[src/design/adcsr_pkg.sv]
// constants, register map and helpers for the adc serial register map
// Functional notes
// - decode 0x00-0x02 as chip configuration
// - decode 0x05 and 0xFF as index/transfer
// - decode 0x08-0x22 as converter function registers
// - clock control 0x09 resets to 0x01
// - clear bit 0, transfer: stabilizer off
// - staged writes apply only on transfer
// - defaults loaded on reset before access
// - 16-bit instruction, then data bytes applied
package adcsr_pkg;

  // ****************************************
  // register map
  // ****************************************
  localparam logic [7:0] ADDR_CFG_LO = 8'h00; // port configuration
  localparam logic [7:0] ADDR_CHIP_ID = 8'h01; // read-only identity
  localparam logic [7:0] ADDR_CFG_HI = 8'h02; // read-only grade
  localparam logic [7:0] ADDR_INDEX = 8'h05; // device_index_select
  localparam logic [7:0] ADDR_XFER = 8'hFF; // settings_transfer
  localparam logic [7:0] ADDR_FN_LO = 8'h08; // first function register
  localparam logic [7:0] ADDR_FN_HI = 8'h22; // last function register
  localparam logic [7:0] ADDR_CLOCK = 8'h09; // clock_control
  localparam int FN_COUNT = 27; // 0x08..0x22 inclusive

  // ****************************************
  // reset values and fields
  // ****************************************
  localparam logic [7:0] CFG_RESET = 8'h18; // msb first, soft reset off
  localparam logic [7:0] CLOCK_RESET = 8'h01; // stabilizer on
  localparam logic [7:0] INDEX_RESET = 8'h0F; // all four channels addressed
  localparam logic [7:0] ZERO_BYTE = 8'h00; // reserved / unmapped value
  localparam int XFER_BIT = 0; // transfer strobe bit
  localparam int DCS_BIT = 0; // stabilizer enable field

  // ****************************************
  // serial instruction layout
  // ****************************************
  localparam int INSTR_RW_BIT = 15; // 1 = read
  localparam int INSTR_W_HI = 14; // byte count code, upper
  localparam int INSTR_W_LO = 13; // byte count code, lower
  localparam logic [3:0] INSTR_LAST = 4'hF; // 16th instruction bit
  localparam logic [3:0] BYTE_LAST = 4'h7; // 8th data bit
  localparam logic [1:0] W_STREAM = 2'h3; // streaming code

  // ****************************************
  // decode helpers
  // ****************************************
  function automatic logic in_fn_region(input logic [7:0] a);
    return (a >= ADDR_FN_LO) && (a <= ADDR_FN_HI);
  endfunction

  function automatic logic [4:0] fn_index(input logic [7:0] a);
    logic [7:0] d;
    d = a - ADDR_FN_LO;
    return d[4:0];
  endfunction

  function automatic logic is_mapped(input logic [7:0] a);
    return (a <= ADDR_CFG_HI) || (a == ADDR_INDEX) || (a == ADDR_XFER) || in_fn_region(a);
  endfunction

  function automatic logic [7:0] fn_default(input int i);
    return (i == int'(fn_index(ADDR_CLOCK))) ? CLOCK_RESET : ZERO_BYTE;
  endfunction

endpackage

[src/design/adcsr_spi_frame.sv]
// serial frame engine: instruction, byte count, read shift-out
`timescale 1ns/10ps
`default_nettype none
module adcsr_spi_frame
  import adcsr_pkg::*;
(
  input wire logic clk_in, // system clock
  input wire logic reset_in, // async reset, high
  input wire logic sclk_in, // serial clock, sampled
  input wire logic csb_n_in, // chip select, low active
  input wire logic sdio_in, // serial data pin, input side
  input wire logic [7:0] rd_data_in, // byte at rd_addr_out
  output logic wr_stb_out, // one-cycle write strobe
  output logic [7:0] wr_addr_out, // write address
  output logic [7:0] wr_data_out, // write data
  output logic [7:0] rd_addr_out, // current byte address
  output logic sdio_out, // serial data pin, output side
  output logic sdio_oe_out // high while driving sdio
);

  typedef enum logic [0:0] {ST_INSTR, ST_DATA} adcsr_frame_t;

  adcsr_frame_t state_reg; // frame phase
  logic sclk_prev_reg; // last sampled sclk
  logic [3:0] bit_cnt_reg; // bits taken in current word
  logic [15:0] shift_reg; // incoming shift register
  logic [7:0] addr_reg; // running byte address
  logic is_read_reg; // frame is a readback
  logic stream_reg; // streaming until csb rises
  logic [1:0] left_reg; // bytes remaining after current
  logic load_reg; // refill tx one cycle after address moves
  logic [7:0] tx_reg; // outgoing byte
  logic rise; // host sample edge
  logic fall; // device drive edge
  logic abort; // csb high inside a byte or ending a stream

  assign rise = sclk_in && !sclk_prev_reg && !csb_n_in;
  assign fall = !sclk_in && sclk_prev_reg && !csb_n_in;
  // a byte may stall with csb high only at a boundary of a counted transfer
  assign abort = csb_n_in && ((bit_cnt_reg != 4'h0) || stream_reg || state_reg == ST_INSTR);
  assign rd_addr_out = addr_reg;
  assign sdio_out = tx_reg[7];
  assign sdio_oe_out = is_read_reg && state_reg == ST_DATA && !csb_n_in;

  // ****************************************
  // edge tracking
  // ****************************************
  always_ff @(posedge clk_in or posedge reset_in) begin
    if (reset_in) begin
      sclk_prev_reg <= 1'b0;
    end else begin
      sclk_prev_reg <= sclk_in;
    end
  end

  // ****************************************
  // instruction and data sequencing
  // ****************************************
  // address walks downward in streams, as msb-first parts do
  always_ff @(posedge clk_in or posedge reset_in) begin
    if (reset_in) begin
      state_reg <= ST_INSTR;
      bit_cnt_reg <= 4'h0;
      shift_reg <= 16'h0000;
      addr_reg <= 8'h00;
      is_read_reg <= 1'b0;
      stream_reg <= 1'b0;
      left_reg <= 2'h0;
      load_reg <= 1'b0;
      wr_stb_out <= 1'b0;
      wr_addr_out <= 8'h00;
      wr_data_out <= 8'h00;
    end else begin
      wr_stb_out <= 1'b0;
      load_reg <= 1'b0;
      if (abort) begin
        // lost frame: wait for a fresh instruction
        state_reg <= ST_INSTR;
        bit_cnt_reg <= 4'h0;
        stream_reg <= 1'b0;
        is_read_reg <= 1'b0;
      end else if (rise) begin
        shift_reg <= {shift_reg[14:0], sdio_in};
        bit_cnt_reg <= bit_cnt_reg + 4'h1;
        if (state_reg == ST_INSTR && bit_cnt_reg == INSTR_LAST) begin
          state_reg <= ST_DATA;
          bit_cnt_reg <= 4'h0;
          is_read_reg <= shift_reg[INSTR_RW_BIT - 1];
          left_reg <= shift_reg[INSTR_W_HI - 1:INSTR_W_LO - 1];
          stream_reg <= shift_reg[INSTR_W_HI - 1:INSTR_W_LO - 1] == W_STREAM;
          addr_reg <= {shift_reg[6:0], sdio_in};
          load_reg <= 1'b1;
        end else if (state_reg == ST_DATA && bit_cnt_reg == BYTE_LAST) begin
          // byte complete: hand a write over unless the frame is a read, step the address
          bit_cnt_reg <= 4'h0;
          wr_stb_out <= !is_read_reg;
          wr_addr_out <= addr_reg;
          wr_data_out <= {shift_reg[6:0], sdio_in};
          addr_reg <= addr_reg - 8'h01;
          load_reg <= 1'b1;
          if (!stream_reg) begin
            left_reg <= left_reg - 2'h1;
            if (left_reg == 2'h0) begin
              state_reg <= ST_INSTR;
              is_read_reg <= 1'b0;
            end
          end
        end
      end
    end
  end

  // ****************************************
  // readback shifter
  // ****************************************
  // sclk high/low must span two clk_in cycles so the refill lands first
  always_ff @(posedge clk_in or posedge reset_in) begin
    if (reset_in) begin
      tx_reg <= 8'h00;
    end else if (load_reg) begin
      tx_reg <= rd_data_in;
    end else if (fall && state_reg == ST_DATA && bit_cnt_reg != 4'h0) begin
      tx_reg <= {tx_reg[6:0], 1'b0};
    end
  end

  a_abort_clears: assert property (@(posedge clk_in) disable iff (reset_in)
    abort |=> bit_cnt_reg == 4'h0 && state_reg == ST_INSTR)
    else $error("frame not reset by csb");
  a_strobe_in_data: assert property (@(posedge clk_in) disable iff (reset_in)
    wr_stb_out |-> $past(state_reg) == ST_DATA && !$past(is_read_reg))
    else $error("write strobe outside data phase");

endmodule // adcsr_spi_frame
`default_nettype wire

[src/design/adcsr_register_map.sv]
// top: serial-port register map with staged converter settings
`timescale 1ns/10ps
`default_nettype none
module adcsr_register_map
  import adcsr_pkg::*;
#(
  parameter logic [7:0] CHIP_ID_VALUE = 8'h5A, // arbitrary identity value
  parameter logic [7:0] GRADE_VALUE = 8'h01 // arbitrary grade value
) (
  input wire logic clk_in, // 20 MHz system clock
  input wire logic reset_in, // async reset, high
  input wire logic sclk_in, // serial clock pin
  input wire logic csb_n_in, // chip select pin, low active
  input wire logic sdio_in, // serial data pin, input side
  output logic sdio_out, // serial data pin, output side
  output logic sdio_oe_out, // high while driving sdio
  output logic [7:0] port_config_out, // live port configuration
  output logic [7:0] device_index_out, // active channel index
  output logic [7:0] clock_ctrl_out, // active clock control
  output logic dcs_enable_out // duty cycle stabilizer on
);

  // the host sees one flat byte space; only 0x00 acts at once
  // every other setting waits in a shadow copy for the transfer strobe,
  // so a change spread over many registers reaches the converters in one cycle
  // limitation: the lsb-first and soft reset bits of 0x00 are stored, not acted on
  // identity and grade come from parameters, so they cost no flops
  // the serial framing lives in the frame engine; this level only decodes

  // ****************************************
  // storage
  // ****************************************
  // two copies of every staged byte cost flops but keep the live set
  // coherent: converters never see half of an update
  logic [7:0] cfg_reg; // port configuration, applies at once
  logic [7:0] index_shadow_reg; // written index, not yet live
  logic [7:0] index_active_reg; // live index
  logic [7:0] fn_shadow_reg [FN_COUNT]; // written function bytes
  logic [7:0] fn_active_reg [FN_COUNT]; // live function bytes
  logic wr_stb; // write strobe from frame engine
  logic [7:0] wr_addr; // write address
  logic [7:0] wr_data; // write data
  logic [7:0] rd_addr; // read address
  logic [7:0] rd_data; // decoded read byte
  logic xfer_pulse; // transfer bit written

  adcsr_spi_frame u_frame (
    .clk_in(clk_in),
    .reset_in(reset_in),
    .sclk_in(sclk_in),
    .csb_n_in(csb_n_in),
    .sdio_in(sdio_in),
    .rd_data_in(rd_data),
    .wr_stb_out(wr_stb),
    .wr_addr_out(wr_addr),
    .wr_data_out(wr_data),
    .rd_addr_out(rd_addr),
    .sdio_out(sdio_out),
    .sdio_oe_out(sdio_oe_out)
  );

  // transfer is a strobe: the register never holds the bit
  // so 0xFF always reads back as zero
  assign xfer_pulse = wr_stb && wr_addr == ADDR_XFER && wr_data[XFER_BIT];

  // ****************************************
  // chip configuration region
  // ****************************************
  // identity and grade are read-only; writes to them are dropped
  always_ff @(posedge clk_in or posedge reset_in) begin
    if (reset_in) begin
      cfg_reg <= CFG_RESET;
    end else if (wr_stb && wr_addr == ADDR_CFG_LO) begin
      cfg_reg <= wr_data;
    end
  end

  // ****************************************
  // device index, staged
  // ****************************************
  // written index, read back before it goes live
  always_ff @(posedge clk_in or posedge reset_in) begin
    if (reset_in) begin
      index_shadow_reg <= INDEX_RESET;
    end else if (wr_stb && wr_addr == ADDR_INDEX) begin
      index_shadow_reg <= wr_data;
    end
  end

  // live index moves with the same strobe as the function bytes
  always_ff @(posedge clk_in or posedge reset_in) begin
    if (reset_in) begin
      index_active_reg <= INDEX_RESET;
    end else if (xfer_pulse) begin
      index_active_reg <= index_shadow_reg;
    end
  end

  // ****************************************
  // converter function region, staged
  // ****************************************
  // shadow holds every byte the host writes; unmapped addresses fall through
  // reserved bytes are stored like the rest; the host keeps them at zero
  always_ff @(posedge clk_in or posedge reset_in) begin
    if (reset_in) begin
      for (int i = 0; i < FN_COUNT; i++) begin
        fn_shadow_reg[i] <= fn_default(i);
      end
    end else if (wr_stb && in_fn_region(wr_addr)) begin
      fn_shadow_reg[fn_index(wr_addr)] <= wr_data;
    end
  end

  // live copy moves only on the transfer strobe, all bytes at once
  always_ff @(posedge clk_in or posedge reset_in) begin
    if (reset_in) begin
      for (int i = 0; i < FN_COUNT; i++) begin
        fn_active_reg[i] <= fn_default(i);
      end
    end else if (xfer_pulse) begin
      for (int i = 0; i < FN_COUNT; i++) begin
        fn_active_reg[i] <= fn_shadow_reg[i];
      end
    end
  end

  // ****************************************
  // read decode
  // ****************************************
  // reads show the written (shadow) value so software can verify before transfer
  // limitation: the live copy itself cannot be read back over the port
  always_comb begin
    rd_data = ZERO_BYTE;
    if (in_fn_region(rd_addr)) begin
      rd_data = fn_shadow_reg[fn_index(rd_addr)];
    end else if (rd_addr == ADDR_CFG_LO) begin
      rd_data = cfg_reg;
    end else if (rd_addr == ADDR_CHIP_ID) begin
      rd_data = CHIP_ID_VALUE;
    end else if (rd_addr == ADDR_CFG_HI) begin
      rd_data = GRADE_VALUE;
    end else if (rd_addr == ADDR_INDEX) begin
      rd_data = index_shadow_reg;
    end
  end

  // ****************************************
  // live settings
  // ****************************************
  // straight from flops: no decode glitches reach the converters
  assign port_config_out = cfg_reg;
  assign device_index_out = index_active_reg;
  assign clock_ctrl_out = fn_active_reg[fn_index(ADDR_CLOCK)];
  assign dcs_enable_out = clock_ctrl_out[DCS_BIT];

  // ****************************************
  // checks
  // ****************************************
  // reset leaves every live output at its default
  a_clock_reset_default: assert property (@(posedge clk_in)
    $fell(reset_in) |-> clock_ctrl_out == CLOCK_RESET && dcs_enable_out)
    else $error("clock control not at default after reset");
  a_defaults_loaded: assert property (@(posedge clk_in)
    $fell(reset_in) |-> port_config_out == CFG_RESET && device_index_out == INDEX_RESET)
    else $error("defaults missing after reset");
  // staged bytes stay hidden until the transfer strobe
  a_staged_hold: assert property (@(posedge clk_in) disable iff (reset_in)
    wr_stb && in_fn_region(wr_addr) |=> $stable(clock_ctrl_out) && $stable(device_index_out))
    else $error("function write went live without transfer");
  a_xfer_copies: assert property (@(posedge clk_in) disable iff (reset_in)
    xfer_pulse |=> clock_ctrl_out == $past(fn_shadow_reg[fn_index(ADDR_CLOCK)])
      && device_index_out == $past(index_shadow_reg))
    else $error("transfer did not copy settings");
  a_dcs_turn_off: assert property (@(posedge clk_in) disable iff (reset_in)
    xfer_pulse && !fn_shadow_reg[fn_index(ADDR_CLOCK)][DCS_BIT] |=> !dcs_enable_out ##1 !dcs_enable_out || xfer_pulse)
    else $error("stabilizer still on after transfer");
  // live index and clock control move on the transfer strobe and at no other time
  a_live_only_xfer: assert property (@(posedge clk_in) disable iff (reset_in)
    !xfer_pulse |=> $stable(clock_ctrl_out) && $stable(device_index_out))
    else $error("live setting moved without transfer");
  // an index write lands in the shadow copy only
  a_index_staged: assert property (@(posedge clk_in) disable iff (reset_in)
    wr_stb && wr_addr == ADDR_INDEX |=> index_shadow_reg == $past(wr_data) && $stable(device_index_out))
    else $error("index write not staged");
  // unmapped space reads zero and swallows writes
  a_unmapped_zero: assert property (@(posedge clk_in) disable iff (reset_in)
    !is_mapped(rd_addr) || rd_addr == ADDR_XFER |-> rd_data == ZERO_BYTE)
    else $error("unmapped or transfer address read nonzero");
  a_unmapped_ignored: assert property (@(posedge clk_in) disable iff (reset_in)
    wr_stb && !is_mapped(wr_addr) |=> $stable(cfg_reg) && $stable(index_shadow_reg))
    else $error("unmapped write changed a register");
  // read-only bytes ignore the host's writes
  a_identity_fixed: assert property (@(posedge clk_in) disable iff (reset_in)
    rd_addr == ADDR_CHIP_ID |-> rd_data == CHIP_ID_VALUE)
    else $error("identity byte changed");
  a_grade_fixed: assert property (@(posedge clk_in) disable iff (reset_in)
    rd_addr == ADDR_CFG_HI |-> rd_data == GRADE_VALUE)
    else $error("grade byte changed");
  // 0x00 goes live on the cycle after its write
  a_cfg_readback: assert property (@(posedge clk_in) disable iff (reset_in)
    wr_stb && wr_addr == ADDR_CFG_LO |=> port_config_out == $past(wr_data))
    else $error("config write not applied");
  a_fn_readback: assert property (@(posedge clk_in) disable iff (reset_in)
    wr_stb && in_fn_region(wr_addr) |=> fn_shadow_reg[fn_index($past(wr_addr))] == $past(wr_data))
    else $error("function write lost");
  // the device never drives the shared data line outside a frame
  a_no_drive_idle: assert property (@(posedge clk_in) disable iff (reset_in)
    csb_n_in |-> !sdio_oe_out)
    else $error("sdio driven with chip select high");

  // ****************************************
  // cover points
  // ****************************************
  // the main scenarios the bench is meant to reach
  c_transfer: cover property (@(posedge clk_in) disable iff (reset_in) xfer_pulse);
  c_dcs_off: cover property (@(posedge clk_in) disable iff (reset_in) $fell(dcs_enable_out));
  c_readback: cover property (@(posedge clk_in) disable iff (reset_in) sdio_oe_out && in_fn_region(rd_addr));
  c_index_write: cover property (@(posedge clk_in) disable iff (reset_in) wr_stb && wr_addr == ADDR_INDEX);
  c_unmapped_write: cover property (@(posedge clk_in) disable iff (reset_in) wr_stb && !is_mapped(wr_addr));

endmodule // adcsr_register_map
`default_nettype wire

[config.mk]
export PLATFORM = sky130hd
export DESIGN_NAME = adcsr_register_map
export DESIGN_NICKNAME = d
export VERILOG_FILES = /design/src/design/adcsr_pkg.sv /design/src/design/adcsr_spi_frame.sv /design/src/design/adcsr_register_map.sv
export SDC_FILE = /design/constraint.sdc
export NUM_CORES = 1
export LEC_CHECK = 0
export BUFFER_PORTS_ARGS = -buffer_cell sky130_fd_sc_hd__buf_2
export CORE_AREA = 2 2 243 245
export DETAILED_ROUTE_END_ITERATION = 6
export DIE_AREA = 0 0 245 247
export SETUP_SLACK_MARGIN = 0.15
export SLEW_MARGIN = 20
export SYNTH_ARGS = -nofsm -noshare
export SYNTH_HDL_FRONTEND = slang
export SYNTH_SLANG_ARGS = --single-unit
[constraint.sdc]
create_clock -name clk_in -period 11.7 [get_ports clk_in]
set_clock_uncertainty 0.05 [all_clocks]
set_input_delay 3.51 -clock clk_in [delete_from_list [all_inputs] [get_ports clk_in]]
set_output_delay 3.51 -clock clk_in [all_outputs]
set_load 0.01 [all_outputs]
# --- Word level (Yosys, flattened, before mapping) ---
# Index checks and enable logic that the tools add are counted.
totals:
  register_bits: 307
  inputBits: 5
  out_inout_bits: 27
  elab_cells: 154
classes:
  addsub: 5
  n_lt_le_gt_ge: 7
  eq_ne: 10
  n_mux: 42
  n_bitwise: 5
  n_reduce_logical: 41
op_table:
  columns: ["cell", "count"]
  rows:
  - ["$bwmux W216", 1]
  - ["$mux W8", 12]
  - ["$bmux W8 S5", 1]
  - ["$demux W8 S5", 1]
  - ["$mux W1", 20]
  - ["$logic_and A1 B1 Y1", 19]
  - ["$eq A8 B3 Y1 const B", 2]
  - ["$ge A8 B4 Y1 const B", 2]
  - ["$le A8 B6 Y1 const B", 2]
  - ["$logic_not A8 Y1", 2]
  - ["$mux W4", 4]
  - ["$ge A6 B6 Y1 const B", 2]
  - ["$not A5 Y6", 2]
  - ["$reduce_and A4 Y1", 3]
  - ["$sub A5 B4 Y5 const B", 2]
  - ["$eq A8 B1 Y1 const B", 1]
  - ["$eq A8 B2 Y1 const B", 1]
  - ["$eq A8 B8 Y1 const B", 1]
  - ["$reduce_bool A2 Y1", 4]
  - ["$sub A8 B1 Y8 const B", 1]
  - ["$lt A6 B1 Y1 const B", 1]
  - ["$mux W2", 3]
  - ["$reduce_bool A3 Y1", 2]
  - ["$add A4 B1 Y4 const B", 1]
  - ["other kinds (13)", 20]

# --- Depth between registers and ports, before layout ---
# Gate-level depths: netlist of the first run.
depth:
  depth_word: 7
  ltp_mapped: 10
  mapped_depth_nobuf: 7

# --- Cells and area by module ---
# A second synthesis of the first run with hierarchy kept.
unflattened:
  cells_unflattened: 986
  hier_area_um2: 14127.3
modules_own_cells:
  columns: ["mod", "instances", "cells_per_inst", "area_each_um2", "seq_area_each_um2"]
  rows:
  - ["adcsr_register_map", 1, 765, 11472.3, 6221.0]
  - ["adcsr_spi_frame", 1, 221, 2655.0, 1476.4]

# --- Least setup slack after synthesis of the first run ---
# No wires, ideal clock.
synth_timing:
  path_type: "input-to-output"
  startpoint: "input csb_n_in"
  endpoint: "output sdio_oe_out"
  arrival_ns: 3.819
  required_time_ns: 8.140
  path_slack_ns: 4.321
  path_stages: 1
  path_buffers: 0
  path_cell_list: "nor3b_1"
synth_via:
  elab_chain_cells: 2
synth_lines:
  columns: ["item", "line", "text"]
  rows:
  - ["start, declared", "adcsr_register_map.sv:13", "input wire logic csb_n_in,"]
  - ["$logic_not A1 Y1", "adcsr_spi_frame.sv:43", "assign sdio_oe_out = is_read_reg && state_reg == ST_DATA && !csb_n_in;"]
  - ["$logic_and A1 B1 Y1", "adcsr_spi_frame.sv:43", null]
  - ["end, declared", "adcsr_register_map.sv:16", "output logic sdio_oe_out,"]
# No other way between the ends.

# --- Worst setup path in the final report of the first run ---
# Ends and elaborated chain as after synthesis.

==> run_results.csv, run 1 <==
group,metric,value,unit
floorplanning,io_pins,32,
critical_path,cp.arrival,4.00,ns
critical_path,r2r-end,"u_frame.tx_reg[2]$_DFFE_PP0P_",
critical_path,max_stage_delay,0.19,ns
sta,finalHoldViolCount,0,
floorplanning,die_area,0.06052,mm2
critical_path,cp_num_buf_inv,2,
cts,clock_latency,0.52,ns
hold_path,worst_hold_path.endpoint,"u_frame.shift_reg[9]$_DFFE_PP0P_",
global_routing,antenna_found_initial,0,
routing,vias,8940,
cts,cts_tree,"yes",
floorplanning,start_util,24.53,%
placement,portBuffers,31,
critical_path,end_kind,"output port",
yosys,synth_area_leader_cell,"dfrtp_1",
pwr,p_total,2.166,mW
yosys,synth_top_family_by_area,"multiplexers",
placement,gp_congestion,0.7920,
yosys,synthTopCellsByCount,"dfrtp_1, mux2_2, nand2_1",
cts,cts_inserted_buffers,35,
routing,ant_nets,0,
critical_path,worstPathRequired,8.14,ns
yosys,syn_nets,1106,
sta,fmax,132.3,MHz
yosys,ys.flop_type,"dfrtp_1",
routing,viasPerCell,4.725,
pwr,powerDensity,132.8,mW/mm2
cts,clk_pin_slew,0.05,ns
yosys,synth_top_area_share,51.67,%
yosys,yosys_warnings,0,
floorplanning,num_rows,89,
sta,hold_ws,0.4158,ns
yosys,synth_simple_gate_area_share,9.265,%
cts,cts.sinks,307,
yosys,synth-edff-count,0,
yosys,syn_area,0.01429,mm2
yosys,yosysMostFrequentCell,"dfrtp_1",
yosys,ys_ff_latch,307,
yosys,synth_mux_area_share,28.38,%
floorplanning,die_y,247,um
yosys,synth.avg_cell_area,13.07,um2
critical_path,crit_chain,"buf_2 > nor3b_1 > buf_2",
critical_path,cp-start-kind,"input pin",
global_routing,grt_pass1_vias,9403,
hold_path,hold_start,"u_frame.shift_reg[8]$_DFFE_PP0P_",
critical_path,path_class,"in -> out",
placement,dpl.cell_count,1831,
yosys,synthXorXnorAreaFrac,0.1226,%
floorplanning,core,0.05824,mm2
critical_path,cpMostUsedCell,"buf_2",
sta,worst_pin_slew,1.045,ns
yosys,synth_adder_area_share,0.7006,%
critical_path,cpLargestDelayFamily,"buffers and inverters",
yosys,ys_seq_area_share,53.88,%
pwr,p_leak,7.523,nW
placement,place_area,0.01522,mm2
cts,holdBufCountCts,0,
sta,finalSetupViolations,0,
critical_path,cp_slowest_cell,"nor3b_1",
routing,wl,35460,um
sta,slew_headroom,30.10,%
critical_path,cp_max_fo,6,
global_routing,grt_pass1_wl,56060,um
critical_path,r2r_setup_slack,7.99,ns
critical_path,timing.rr.start,"u_frame.rd_addr_out[3]$_DFFE_PP0P_",
sta,min_period_over_period,64.60,%
floorplanning,die_width,245,um
cts,htree_levels,2,
sta,maxSlewViolCount,0,
layout,drive_gt1_share,38.96,%
global_routing,gr-total-overflow,0,
hold_path,whs_path_depth,2,
layout,fin_cells,1892,
layout,diodes,0,
routing,wl_per_cell,18.74,um
cts,cts_root_buf,"clkbuf_16",
sta,setup_total_negative_slack,0,ns
layout,largest_register_ffs,216,
global_routing,grt_use_total,11.87,%
yosys,synth_top_cells_by_area,"dfrtp_1, mux2_2, mux4_2, nand2_1, dfstp_2",
placement,dp_hpwl,22030,um
yosys,synthArstFlopShare,100.0,%
sta,rsz0062_at_grt,"no",
routing,drc,0,
cts,post_cts_buffers,0,
critical_path,r2r_cells,8,
yosys,synth.distinct_cells,66,
status,status,"completed",
layout,nets,1108,
layout,synthToLayoutAreaGrowth,14.18,%
global_routing,grt_start_max_net_pins,182,
cts,cts.repair.resized,0,
cts,cts_buffer_depth,3,
routing,dr.pass1.iters,5,
job,maxCapViolCount,0,
pwr,peakVddDrop,0.08660,mV
yosys,synth_compound_area_share,5.009,%
routing,drtIter0Drc,540,
hold_path,hold_class,"reg -> reg",
layout,final_area,0.01631,mm2
sta,fin_crit,7.558,ns
yosys,synthCells,1093,
[logic make-up (layout without fill, tap and decap cells)]
logic type / Yosys count / after routing
mux: 314 / 314
flops: 307 / 307
simple gates: 263 / 263
compound gates: 104 / 104
buf+inv: 95 / 121
fa+ha+maj: 8 / 8
xor+xnor: 2 / 2
[where the power goes]
group | total [mW] | internal (mW) | leakage [nW] | switching (mW)
clock | 1.04 | 0.613 | 0.532 | 0.427
sequential | 1.08 | 1.07 | 4.17 | 0.00904
combinational | 0.0461 | 0.00991 | 2.82 | 0.0362
[cell type report]
class	instances	area, um2
Clock buffer	56	1046
Clock inverter	5	40.04
Fill cell	5868	41930
Inverter	18	71.32
Multi-Input combinational cell	691	6226
Sequential cell	307	7709
Tap cell	773	967.2
Timing Repair Buffer	42	254.0
[metrics by stage]
stage | util (%) | setup WS, ns
3_3_place_gp | 26.13 | 4.152
4_1_cts | 27.99 | 4.135
3_5_place_dp | 26.13 | 4.140
6_report | 28.01 | 4.142
5_1_grt | 28.01 | 4.070
2_1_floorplan | - | 4.065
[worst min-delay path, delay by kind of cell (launching register included)]
kind,cells,cell delay [ns]
flops,1,0.34
simple gates,2,0.10
[layout by cell type, fill, tap and decap left out, types with 13 or more instances in the layout]
cell type / synthesis / routed
dfrtp_1: 295 / 286
mux2_2: 247 / 247
nand2_1: 126 / 126
mux4_2: 45 / 45
clkbuf_16: 0 / 36
nor2_1: 31 / 31
buf_2: 8 / 31
o21ai_0: 22 / 22
nand3_1: 20 / 20
inv_1: 17 / 16
a21oi_1: 15 / 15
mux2i_1: 14 / 14
clkbuf_1: 58 / 13
[layer usage]
metal	wire (um)	track usage (%)
met1	16360	16.13
met2	16540	18.93
met3	1628	2.030
met4	936	4.412
met5	0	0
[how the worst max path moves through the flow]
stage	start	end	slack [ns]	cells after the start
2_1_floorplan	reset_in	clock_ctrl_out[1]$_DFFE_PP0P_	4.06	1
3_3_place_gp	csb_n_in	sdio_oe_out	4.15	3
3_5_place_dp	csb_n_in	sdio_oe_out	4.14	3
4_1_cts	csb_n_in	sdio_oe_out	4.13	3
5_1_grt	csb_n_in	sdio_oe_out	4.07	3
6_report	csb_n_in	sdio_oe_out	4.14	3
(Power assumes the default switching activity.)
==> run 2, diff against run 1 <==
==> constraint.sdc (replaced) <==
create_clock -name clk_in -period 7.11 [get_ports clk_in]
set_clock_uncertainty 0.05 [all_clocks]
set_input_delay 2.133 -clock clk_in [delete_from_list [all_inputs] [get_ports clk_in]]
set_output_delay 2.133 -clock clk_in [all_outputs]
set_load 0.01 [all_outputs]
==> run 2 against run 1 <==
Against the previous run: worst setup slack worse by 1.9 ns; power rose by 70%; combinational power increased by 65%; largest cell class unchanged; highest routed layer unchanged.
==> run_results.csv, run 2 (synthesis gave the netlist of run 1 again) <==
group,metric,value,unit
status,status,"completed",
routing,wl_met2,16520,um
pwr,power_switching_share,21.12,%
floorplanning,core,0.05824,mm2
pwr,seqPwrFrac,48.4,%
cts,holdBufCountCts,0,
job,maxCapViolCount,0,
routing,drtIter0Drc,572,
floorplanning,die_width,245,um
cts,cts.repair.resized,0,
routing,top_layer,"met4",
cts,htree_levels,2,
routing,wl_per_cell,18.69,um
pwr,p_comb_share,2.1,%
sta,worst_pin_slew,1.097,ns
global_routing,grt_start_max_net_pins,164,
critical_path,crit_start,"csb_n_in",
cts,post_cts_buffers,0,
critical_path,r2r_setup_slack,3.18,ns
cts,cts_root_buf,"clkbuf_16",
sta,fin_crit,4.880,ns
floorplanning,num_rows,89,
placement,dpl.cell_count,1832,
hold_path,hold_class,"reg -> reg",
global_routing,gr-total-overflow,0,
pwr,p_leak,7.578,nW
routing,met1Wirelength,16280,um
floorplanning,start_util,24.53,%
layout,diodes,0,
placement,portBuffers,31,
floorplanning,die_area,0.06052,mm2
sta,setup_total_negative_slack,0,ns
layout,synthToLayoutAreaGrowth,14.77,%
critical_path,timing.rr.start,"u_frame.rd_addr_out[3]$_DFFE_PP0P_",
critical_path,cp_max_fo,6,
global_routing,antenna_found_initial,0,
layout,layout_common_cells,"dfrtp_1, mux2_2, nand2_1",
layout,utilization,28.15,%
routing,ant_nets,0,
placement,dp_hpwl,22520,um
placement,gp_congestion,0.8207,
hold_path,worst_hold_path.endpoint,"u_frame.shift_reg[8]$_DFFE_PP0P_",
critical_path,r2r-end,"u_frame.tx_reg[2]$_DFFE_PP0P_",
floorplanning,io_pins,32,
layout,drive_gt1_share,39.25,%
global_routing,grt_use_total,11.79,%
routing,wl_met3,1530,um
sta,finalSetupViolations,0,
hold_path,hold_start,"u_frame.shift_reg[8]$_DFFE_PP0P_",
pwr,intPower,2.896,mW
routing,viasPerCell,4.730,
layout,fin_cells,1894,
cts,cts_buffer_depth,3,
critical_path,cp-start-kind,"input pin",
routing,wl,35400,um
cts,clock_latency,0.51,ns
sta,finalHoldViolCount,0,
cts,cts.sinks,307,
sta,hold_ws,0.4239,ns
layout,final_area,0.01640,mm2
sta,rsz0062_at_grt,"no",
cts,cts_inserted_buffers,36,
critical_path,end_kind,"output port",
pwr,powerDensity,223.9,mW/mm2
pwr,clkPwrFrac,49.5,%
floorplanning,die_y,247,um
critical_path,r2r_cells,7,
critical_path,path_class,"in -> out",
layout,final_common_cell,"dfrtp_1",
routing,drc,0,
sta,maxSlewViolCount,0,
sta,min_period_over_period,68.64,%
critical_path,worstPathRequired,4.93,ns
layout,largest_register_ffs,216,
placement,place_area,0.01522,mm2
global_routing,grt_pass1_wl,55590,um
global_routing,grt_pass1_vias,9273,
critical_path,cp.arrival,2.70,ns
hold_path,whs_path_depth,2,
pwr,p_switching,0.7755,mW
cts,cts_tree,"yes",
pwr,peakVddDrop,0.1484,mV
sta,fmax,204.9,MHz
cts,clk_pin_slew,0.06,ns
sta,slew_headroom,26.85,%
routing,vias,8958,
layout,nets,1110,
routing,dr.pass1.iters,5,
[run 2: cell count changes in the layout (fill, tap and decap cells not counted)]
cell,before,now
clkbuf_1,13,9
buf_4,9,11
bufinv_16,0,2
clkbuf_8,7,9
clkinv_2,3,5
dfrtp_1,286,288
dfrtp_2,9,7
buf_6,1,0
clkbuf_16,36,37
clkinv_8,1,0
inv_6,1,0
[run 2: area by class of cell]
cell class,count,area [um2]
well taps,773,967.2
clock buffers,55,1084
flip-flops and latches,307,7706
fillers,5860,41840
clock inverters,7,85.08
multi-input cells,691,6226
inverters,18,71.32
repair buffers,43,257.7
[run 2: power by group through the flow]
stage | Combinational, mW | Sequential, mW | Clock, mW
after floorplan | 0.0540 | 1.80 | 0
after global placement | 0.0751 | 1.81 | 0
after detailed placement | 0.0787 | 1.81 | 0
after CTS | 0.0786 | 1.78 | 1.86
after global routing | 0.0883 | 1.78 | 1.93
final | 0.0760 | 1.78 | 1.82
[run 2: worst max-delay path by stage]
stage                               endpoint  slack (ns)  cells past startpoint
2_1_floorplan  clock_ctrl_out[1]$_DFFE_PP0P_        0.85                      1
3_3_place_gp                     sdio_oe_out        2.32                      3
3_5_place_dp                     sdio_oe_out        2.23                      3
4_1_cts                          sdio_oe_out        2.23                      3
5_1_grt                          sdio_oe_out        2.20                      3
6_report                         sdio_oe_out        2.23                      3
[run 2: per-stage QoR]
step / total power, mW / setup slack, ns
2_1_floorplan: 1.858 / 0.8518
3_3_place_gp: 1.884 / 2.318
3_5_place_dp: 1.887 / 2.231
4_1_cts: 3.714 / 2.225
5_1_grt: 3.793 / 2.200
6_report: 3.671 / 2.230
[run 2: critical path, stage by stage]
cell	delay, ns
buf_2	0.14
nor3b_1	0.25
buf_2	0.18
[run 2: per-layer routing]
metal	global-route usage, %	vias up
li1	-	3970
met1	15.77	4738
met2	18.95	188
met3	2.203	62
met4	4.412	0
met5	0	-
